--- src/eac_params.svh ---
`ifndef EAC_PARAMS_SVH
`define EAC_PARAMS_SVH

// i/o register offsets
`define EAC_OFS_CTRL 6'h1f
`define EAC_OFS_DATA 6'h20
`define EAC_OFS_ADDR_LO 6'h21
`define EAC_OFS_ADDR_HI 6'h22

// control register field positions
`define EAC_BIT_READ 0
`define EAC_BIT_PROG 1
`define EAC_BIT_MASTER 2
`define EAC_BIT_RIE 3
`define EAC_MODE_LSB 4
`define EAC_MODE_MSB 5
`define EAC_RSVD_LSB 6
`define EAC_RSVD_MSB 7

// reset values
`define EAC_MODE_RESET 2'h0
`define EAC_BYTE_ZERO 8'h00

// timing counts
`define EAC_MASTER_WINDOW 3'h4
`define EAC_STALL_PROG 3'h2
`define EAC_STALL_READ 3'h4
`define EAC_ATOMIC_RC_CYCLES 26368
`define EAC_ATOMIC_TIME_US 3400
`define EAC_SPLIT_TIME_US 1800
`define EAC_RC_DIV 3

// array geometry
`define EAC_ADDR_BITS 12

`endif

--- src/eac_pkg.sv ---
package eac_pkg;

  // programming action chosen by the mode field, in field encoding order
  typedef enum logic [1:0] {
    EAC_MODE_ATOMIC,
    EAC_MODE_ERASE,
    EAC_MODE_WRITE,
    EAC_MODE_RSVD
  } eac_mode_t;

  // programming timer state
  typedef enum logic {
    EAC_TMR_IDLE,
    EAC_TMR_RUN
  } eac_tmr_state_t;

endpackage

--- src/eac_prog_timer.sv ---
`timescale 1ns/1ns
`default_nettype none
`include "eac_params.svh"

module eac_prog_timer
  import eac_pkg::*;
#(
  parameter int CNT_W = 15,
  parameter int RC_DIV = `EAC_RC_DIV
) (
  // clock and reset
  input wire logic sys_clk,
  input wire logic rstn,
  // start request with length in oscillator ticks
  input wire logic load,
  input wire logic [CNT_W-1:0] load_ticks,
  // one-cycle end of programming
  output logic done_q
);

  eac_tmr_state_t state_q;
  eac_tmr_state_t state_d;
  logic [CNT_W-1:0] ticks_q;
  logic [CNT_W-1:0] ticks_d;
  logic [7:0] div_q;
  logic [7:0] div_d;
  logic done_d;
  logic tick;

  // divider stands in for the calibrated rc oscillator; it restarts on load
  // so every operation sees whole oscillator periods
  assign tick = (state_q == EAC_TMR_RUN) && (div_q == 8'(RC_DIV - 1));

  always_comb begin
    state_d = state_q;
    ticks_d = ticks_q;
    div_d = div_q;
    done_d = 1'b0;
    case (state_q)
      EAC_TMR_IDLE: begin
        div_d = 8'h00;
        if (load) begin
          ticks_d = load_ticks;
          state_d = EAC_TMR_RUN;
        end
      end
      EAC_TMR_RUN: begin
        div_d = tick ? 8'h00 : div_q + 8'h01;
        if (tick) begin
          ticks_d = ticks_q - 1'b1;
          if (ticks_q == CNT_W'(1)) begin
            done_d = 1'b1;
            state_d = EAC_TMR_IDLE;
          end
        end
      end
      default: begin
        state_d = EAC_TMR_IDLE;
      end
    endcase
  end

  always_ff @(posedge sys_clk or negedge rstn) begin
    if (!rstn) begin
      state_q <= EAC_TMR_IDLE;
      ticks_q <= '0;
      div_q <= 8'h00;
      done_q <= 1'b0;
    end else begin
      state_q <= state_d;
      ticks_q <= ticks_d;
      div_q <= div_d;
      done_q <= done_d;
    end
  end

endmodule
`default_nettype wire

--- src/eac_stall.sv ---
`timescale 1ns/1ns
`default_nettype none
`include "eac_params.svh"

module eac_stall #(
  parameter int CNT_W = 3
) (
  // clock and reset
  input wire logic sys_clk,
  input wire logic rstn,
  // load request
  input wire logic load,
  input wire logic [CNT_W-1:0] load_cycles,
  // stall level
  output logic stall_q
);

  logic [CNT_W-1:0] cnt_q;
  logic [CNT_W-1:0] cnt_d;
  logic stall_d;

  // stall stands for exactly load_cycles cycles after the load edge
  always_comb begin
    cnt_d = cnt_q;
    if (load) begin
      cnt_d = load_cycles;
    end else if (cnt_q != '0) begin
      cnt_d = cnt_q - 1'b1;
    end
    stall_d = (cnt_d != '0);
  end

  always_ff @(posedge sys_clk or negedge rstn) begin
    if (!rstn) begin
      cnt_q <= '0;
      stall_q <= 1'b0;
    end else begin
      cnt_q <= cnt_d;
      stall_q <= stall_d;
    end
  end

endmodule
`default_nettype wire

--- src/eac_top.sv ---
`timescale 1ns/1ns
`default_nettype none
`include "eac_params.svh"

module eac_top
  import eac_pkg::*;
#(
  parameter int ADDR_W = `EAC_ADDR_BITS,
  parameter int RC_DIV = `EAC_RC_DIV,
  parameter int ATOMIC_TICKS = `EAC_ATOMIC_RC_CYCLES,
  parameter int SPLIT_TICKS = `EAC_ATOMIC_RC_CYCLES * `EAC_SPLIT_TIME_US / `EAC_ATOMIC_TIME_US
) (
  // clock and resets
  input wire logic sys_clk,
  input wire logic rstn,
  input wire logic cpu_rst,
  // i/o register port
  input wire logic [5:0] io_addr,
  input wire logic io_we,
  input wire logic io_re,
  input wire logic [7:0] io_wdata,
  output logic [7:0] io_rdata,
  // cpu side status
  input wire logic global_irq_enable,
  input wire logic flash_selfprog_enable,
  output logic ready_irq,
  output logic cpu_stall,
  // nonvolatile array
  output logic [ADDR_W-1:0] nv_addr,
  output logic [7:0] nv_wdata,
  output logic nv_rd_en,
  output logic nv_erase_en,
  output logic nv_write_en,
  input wire logic [7:0] nv_rdata
);

  localparam int CNT_W = 15;

  eac_mode_t mode_q;
  eac_mode_t mode_d;
  logic rie_q;
  logic rie_d;
  logic busy_q;
  logic busy_d;
  logic [2:0] master_q;
  logic [2:0] master_d;
  logic master_active;
  logic ctrl_wr;
  logic start;
  logic rd_req;
  logic tmr_done;
  logic [CNT_W-1:0] tmr_ticks;
  logic [ADDR_W-1:0] addr_q;
  logic [ADDR_W-1:0] addr_d;
  logic [7:0] data_q;
  logic [7:0] data_d;
  logic [7:0] rdata_d;
  logic irq_d;
  logic rd_en_d;
  logic erase_d;
  logic write_d;
  logic [7:0] addr_hi_rd;

  assign ctrl_wr = io_we && (io_addr == `EAC_OFS_CTRL);
  assign master_active = (master_q != 3'h0);

  // control register: mode, interrupt enable, master window, busy strobe
  always_comb begin
    mode_d = mode_q;
    rie_d = rie_q;
    busy_d = busy_q;
    master_d = master_active ? master_q - 3'h1 : master_q;
    start = 1'b0;
    rd_req = 1'b0;
    if (cpu_rst) begin
      rie_d = 1'b0;
      master_d = 3'h0;
      if (!busy_q) begin
        mode_d = eac_mode_t'(`EAC_MODE_RESET);
      end
    end else if (ctrl_wr) begin
      rie_d = io_wdata[`EAC_BIT_RIE];
      if (!busy_q) begin
        mode_d = eac_mode_t'(io_wdata[`EAC_MODE_MSB:`EAC_MODE_LSB]);
      end
      // a read-modify-write of the strobe rewrites master as one; that must
      // not reopen the window, or the timeout would never bite
      if (!io_wdata[`EAC_BIT_MASTER]) begin
        master_d = 3'h0;
      end else if (!master_active) begin
        master_d = `EAC_MASTER_WINDOW;
      end
      // reserved mode starts nothing; flash self-programming blocks start
      if (io_wdata[`EAC_BIT_PROG] && master_active && !busy_q && !flash_selfprog_enable &&
          mode_d != EAC_MODE_RSVD) begin
        start = 1'b1;
        busy_d = 1'b1;
        master_d = 3'h0;
      end else if (io_wdata[`EAC_BIT_READ] && !busy_q) begin
        rd_req = 1'b1;
      end
    end
    if (tmr_done) begin
      busy_d = 1'b0;
    end
  end

  always_ff @(posedge sys_clk or negedge rstn) begin
    if (!rstn) begin
      mode_q <= EAC_MODE_ATOMIC;
      rie_q <= 1'b0;
      busy_q <= 1'b0;
      master_q <= 3'h0;
    end else begin
      mode_q <= mode_d;
      rie_q <= rie_d;
      busy_q <= busy_d;
      master_q <= master_d;
    end
  end

  // atomic takes the full length, the split actions the shorter one
  assign tmr_ticks = (mode_d == EAC_MODE_ATOMIC) ? CNT_W'(ATOMIC_TICKS) : CNT_W'(SPLIT_TICKS);

  // programming length counted in oscillator ticks
  eac_prog_timer #(
    .CNT_W(CNT_W),
    .RC_DIV(RC_DIV)
  ) u_timer (
    .sys_clk(sys_clk),
    .rstn(rstn),
    .load(start),
    .load_ticks(tmr_ticks),
    .done_q(tmr_done)
  );

  // cpu halt after a programming start or a read
  eac_stall #(
    .CNT_W(3)
  ) u_stall (
    .sys_clk(sys_clk),
    .rstn(rstn),
    .load(start || rd_req),
    .load_cycles(start ? `EAC_STALL_PROG : `EAC_STALL_READ),
    .stall_q(cpu_stall)
  );

  // address and data registers
  always_comb begin
    addr_d = addr_q;
    data_d = data_q;
    if (io_we && !busy_q) begin
      if (io_addr == `EAC_OFS_ADDR_LO) begin
        addr_d[7:0] = io_wdata;
      end else if (io_addr == `EAC_OFS_ADDR_HI) begin
        addr_d[ADDR_W-1:8] = io_wdata[ADDR_W-9:0];
      end
    end
    if (io_we && io_addr == `EAC_OFS_DATA) begin
      data_d = io_wdata;
    end
    // fetched byte wins over a same-cycle data write: the cpu is stalled
    if (nv_rd_en) begin
      data_d = nv_rdata;
    end
  end

  // the address has no reset value; zero keeps simulation free of unknowns
  always_ff @(posedge sys_clk or negedge rstn) begin
    if (!rstn) begin
      addr_q <= '0;
      data_q <= `EAC_BYTE_ZERO;
    end else begin
      addr_q <= addr_d;
      data_q <= data_d;
    end
  end

  assign addr_hi_rd = 8'(addr_q[ADDR_W-1:8]);

  // read mux and registered outputs
  always_comb begin
    rdata_d = `EAC_BYTE_ZERO;
    if (io_re) begin
      case (io_addr)
        `EAC_OFS_CTRL: begin
          rdata_d[`EAC_MODE_MSB:`EAC_MODE_LSB] = mode_q;
          rdata_d[`EAC_BIT_RIE] = rie_q;
          rdata_d[`EAC_BIT_MASTER] = master_active;
          rdata_d[`EAC_BIT_PROG] = busy_q;
          rdata_d[`EAC_RSVD_MSB:`EAC_RSVD_LSB] = 2'h0;
        end
        `EAC_OFS_DATA: begin
          rdata_d = data_q;
        end
        `EAC_OFS_ADDR_LO: begin
          rdata_d = addr_q[7:0];
        end
        `EAC_OFS_ADDR_HI: begin
          rdata_d = addr_hi_rd;
        end
        default: begin
          rdata_d = `EAC_BYTE_ZERO;
        end
      endcase
    end
    irq_d = rie_q && global_irq_enable && !busy_q;
    rd_en_d = rd_req;
    erase_d = busy_d && (mode_d != EAC_MODE_WRITE);
    write_d = busy_d && (mode_d != EAC_MODE_ERASE);
  end

  // array strobes stand through the whole operation; data is latched at start
  always_ff @(posedge sys_clk or negedge rstn) begin
    if (!rstn) begin
      io_rdata <= `EAC_BYTE_ZERO;
      ready_irq <= 1'b0;
      nv_rd_en <= 1'b0;
      nv_erase_en <= 1'b0;
      nv_write_en <= 1'b0;
      nv_addr <= '0;
      nv_wdata <= `EAC_BYTE_ZERO;
    end else begin
      io_rdata <= rdata_d;
      ready_irq <= irq_d;
      nv_rd_en <= rd_en_d;
      nv_erase_en <= erase_d;
      nv_write_en <= write_d;
      nv_addr <= addr_d;
      if (start) begin
        nv_wdata <= data_d;
      end
    end
  end
endmodule
`default_nettype wire

--- config.mk ---
export PLATFORM = sky130hd
export DESIGN_NAME = eac_top
export DESIGN_NICKNAME = d
export VERILOG_FILES = /design/src/eac_pkg.sv /design/src/eac_prog_timer.sv /design/src/eac_stall.sv /design/src/eac_top.sv
export VERILOG_INCLUDE_DIRS = /design/src
export SDC_FILE = /design/constraint.sdc
export NUM_CORES = 1
export LEC_CHECK = 0
export CAP_MARGIN = 20
export CORE_MARGIN = 2
export CORE_UTILIZATION = 30
export DETAILED_ROUTE_END_ITERATION = 8
export DONT_BUFFER_PORTS = 1
export GPL_TIMING_DRIVEN = 1
export PLACE_DENSITY_LB_ADDON = 0.15
export SETUP_SLACK_MARGIN = 0.02
export SKIP_LAST_GASP = 1
export SLEW_MARGIN = 0
export SYNTH_ARGS = -nofsm -noshare
export SYNTH_HDL_FRONTEND = slang
export SYNTH_SLANG_ARGS = --single-unit
--- constraint.sdc ---
create_clock -name sys_clk -period 6.3 [get_ports sys_clk]
set_input_delay 0.63 -clock sys_clk [delete_from_list [all_inputs] [get_ports sys_clk]]
set_output_delay 0.63 -clock sys_clk [all_outputs]
set_load 0.02 [all_outputs]
==> summary.txt <==
Cells and area
  • Layout area overhead: 12.2%
  • Antenna cells: 0
  • Fillers: 1182
  • Share of post-route cells with drive strength above 1: 0.167
  • NumNets Final: 363

Floorplanning
  • Chip Height: 114 um
  • Core Rows: 40
  • I/O pin cnt: 62
  • CORE AREA: 12000 sq um
  • Initial core utilization: 0.305
  • Chip width: 114 um
  • Die ar.: 13100 sq um

Clock network
  • Post-CTS setup buffers: 0
  • CTS tree: built
  • Hold buffers post-CTS: 1
  • CTS H-Tree Depth: 3
  • Clock transition at path regs: 0.06 ns
  • Clock Sinks: 76
  • Num CTS Buffers: 9
  • Later-pin clock latency in the skew report: 0.34 ns
  • Clock buffer depth: 2
  • Root Buffer: clkbuf_16
  • CTS resizes: 0

Timing
  • Hold Violations, Final: 0
  • Fin worst setup slack: 3.62 ns
  • Slew Limit Fails: 0
  • Slew margin rel.: 0.443
  • Least-Margin Pin Slew: 0.828 ns
  • Final Cycle Share: 0.425
  • Fin crit period: 2.68 ns
  • Fmax: 374 MHz
  • Clk_skew: 0.00767 ns
  • Setup TNS: 0 ns
  • RSZ-0062 raised after global routing: false
  • Final Setup Violations: 0

Critical path
  • WS Path Type: primary input to flop
  • Delay-heaviest family, CP: simple AND/OR/NAND/NOR gates
  • CP dominant cell by count: mux2_2
  • Critical Path Start Type: primary input
  • Crit-path max cell delay: 0.69 ns
  • WP data arrival: 2.90 ns
  • Setup crit end kind: flop
  • CP max FO: 8
  • Cells along the critical path: or4b_1 > nor4b_4 > mux2_2 > mux2_2 > mux2_1
  • CP max stage cell: or4b_1
  • CP Data Required Time: 6.52 ns
  • Worst Path Buf+Inv: 0

Logic synthesis
  • Syn_nets: 362
  • Adder-cell share of the synthesized area: 0.0343
  • Yosys top cell by area: dfrtp_1
  • Largest family of logic cells by synthesized area: simple AND/OR/NAND/NOR gates
  • XOR/XNOR Fraction of Synth Area: 0.0312
  • Complex-gate fraction of the synthesized area: 0.106
  • Synthesized area per cell: 11.3 sq um
  • Post-Synth Simple-Gate Area: 0.155
  • Top_reg_cell synth: dfrtp_1
  • Top cell type's share of synthesized area: 0.521
  • Synth top area cells: dfrtp_1 52%, mux2_2 10%, ha_1 3.4%
  • Post-synthesis sequential area ratio: 0.521
  • Yosys warning total: 0
  • Cells after synthesis: 323
  • Mapped cell area: 3650 sq um
  • EDFF count, synth: 0
  • FFs w/ async S/R, synth: 1.00
  • Post-synth cell types: 53
  • Mux cell area share after synthesis: 0.122
  • Synth top cells by count: 76 x dfrtp_1, 34 x mux2_2, 28 x nor2_1
  • Synthesized flop and latch total: 76
  • Count leader, synth: dfrtp_1

GRT
  • First-pass GRT wire length: 14.0 mm
  • Vias in the first global route: 2465
  • Largest net degree at the start of global routing: 77
  • Grt total ovfl: 0
  • Total GRT Usage: 0.142
  • Antenna violations before repair: 0

Power and ir drop
  • Pwr Density: 285 nW/um^2
  • Tot Pwr: 0.00117 W
  • VDD IR max: 0.109 mV
  • Leakage: 1.78 nW

Min path
  • Class of the worst hold path: primary input to asynchronous set/reset pin

Placed design
  • Port bufs: 0
  • Place WS: 3.28 ns
  • Final GP Congestion: 0.734
  • DP Wirelength: 6.44 mm

Drt
  • DR DRC count: 0
  • DR WL/cell: 18.6 um
  • Initial DRC Count: 160
  • Via count: 2433
  • DR vias/cell: 5.11
  • Routed WL: 8.87 mm
  • DR pass1 iterations: 4
  • Post-route antenna net violation count: 0

Job
  • Max-cap violations: 0

Outcome
  • Status: completed
==> worst register-to-register path, delay by kind of cell, from the launching register on <==
family / cells / cell delay (ns)
simple gates: 3 / 1.34
flops: 1 / 0.43
compound gates: 1 / 0.35
fa+ha+maj: 1 / 0.14
xor+xnor: 1 / 0.10
buf+inv: 1 / 0.08
==> worst paths after layout <==
path	from	end	slack, ns	depth (start not counted)
max	io_addr[3]	nv_wdata[5]	3.62	5
min in group sys_clk	cpu_rst	rie_q	0.35	1
max reg2reg	u_timer.div_q[0]	u_timer.ticks_q[14]	3.74	7
min reg2reg	u_timer.done_q	busy_q	0.43	1
min	rstn	u_stall.cnt_q[2]	0.16	1
max in group asynchronous	rstn	io_rdata[7]	5.79	1
==> report_power, final <==
part | internal, W | switching, W
Sequential | 0.000513 | 0.0000164
Combinational | 0.0000649 | 0.0000755
Clock | 0.000284 | 0.000213
==> cell families (layout without fill, tap and decap cells) <==
family | Yosys count | count (layout)
flops | 76 | 76
compound gates | 53 | 53
mux | 40 | 40
buf+inv | 27 | 33
simple gates | 104 | 104
fa+ha+maj | 10 | 10
xor+xnor | 13 | 13
==> cells in the final DEF, fill, tap and decap left out, drive strengths merged, types with 2 or more instances in the layout <==
cell	n
a32o	2
nor3b	3
nand2b	2
o31ai	2
nand4	4
nand4b	3
a31oi	2
a22oi	4
o21ai	12
or4	4
inv	20
xor2	8
o211a	2
and2	3
and3	4
xnor2	5
dfrtp	76
o21a	2
nor3	7
nor2	28
or3	4
a21oi	12
nor4	3
nand3	10
nor4b	3
nand2	23
mux2	35
clkbuf	10
mux2i	5
a222oi	5
ha	10
==> layer usage <==
metal / up-vias / GRT usage / part of all wire
met2: 52 / 0.214 / 0.45
met3: 8 / 0.0529 / 0.075
met4: 0 / 0.0537 / 0.013
met5: - / 0 / 0
met1: 1203 / 0.187 / 0.46
li1: 1170 / - / -
==> registers in the layout, summed over array words and instances, names as in the netlist, 2 cells and up <==
signal and count:
u_timer.div_q 8, nv_wdata 8, u_timer.ticks_q 15, nv_addr 12, master_q 3, data_q 8
io_rdata 8, u_stall.cnt_q 3, mode_q 2
==> per-stage QoR <==
step                std cells  hold slack (ns)   util  cell area [sq um]
floorplan                 323            0.334      -               3650
global placement          459            0.338  0.316               3780
CTS                       476            0.205  0.343               4100
detailed placement        459            0.338  0.316               3780
finish                    476            0.164  0.343               4100
global route              476            0.198  0.343               4100
==> area by class of cell <==
cell class,instances,area (sq um),share of cell area
sequential,76,1900,0.464
tap,147,184,0.0449
clock inverter,6,51.3,0.0125
timing repair buffer,1,27.5,0.00672
multi-input combinational,220,1630,0.399
inverter,16,60.1,0.0147
clock buffer,10,239,0.0583
No activity file was read; power rests on OpenSTA's default activity.
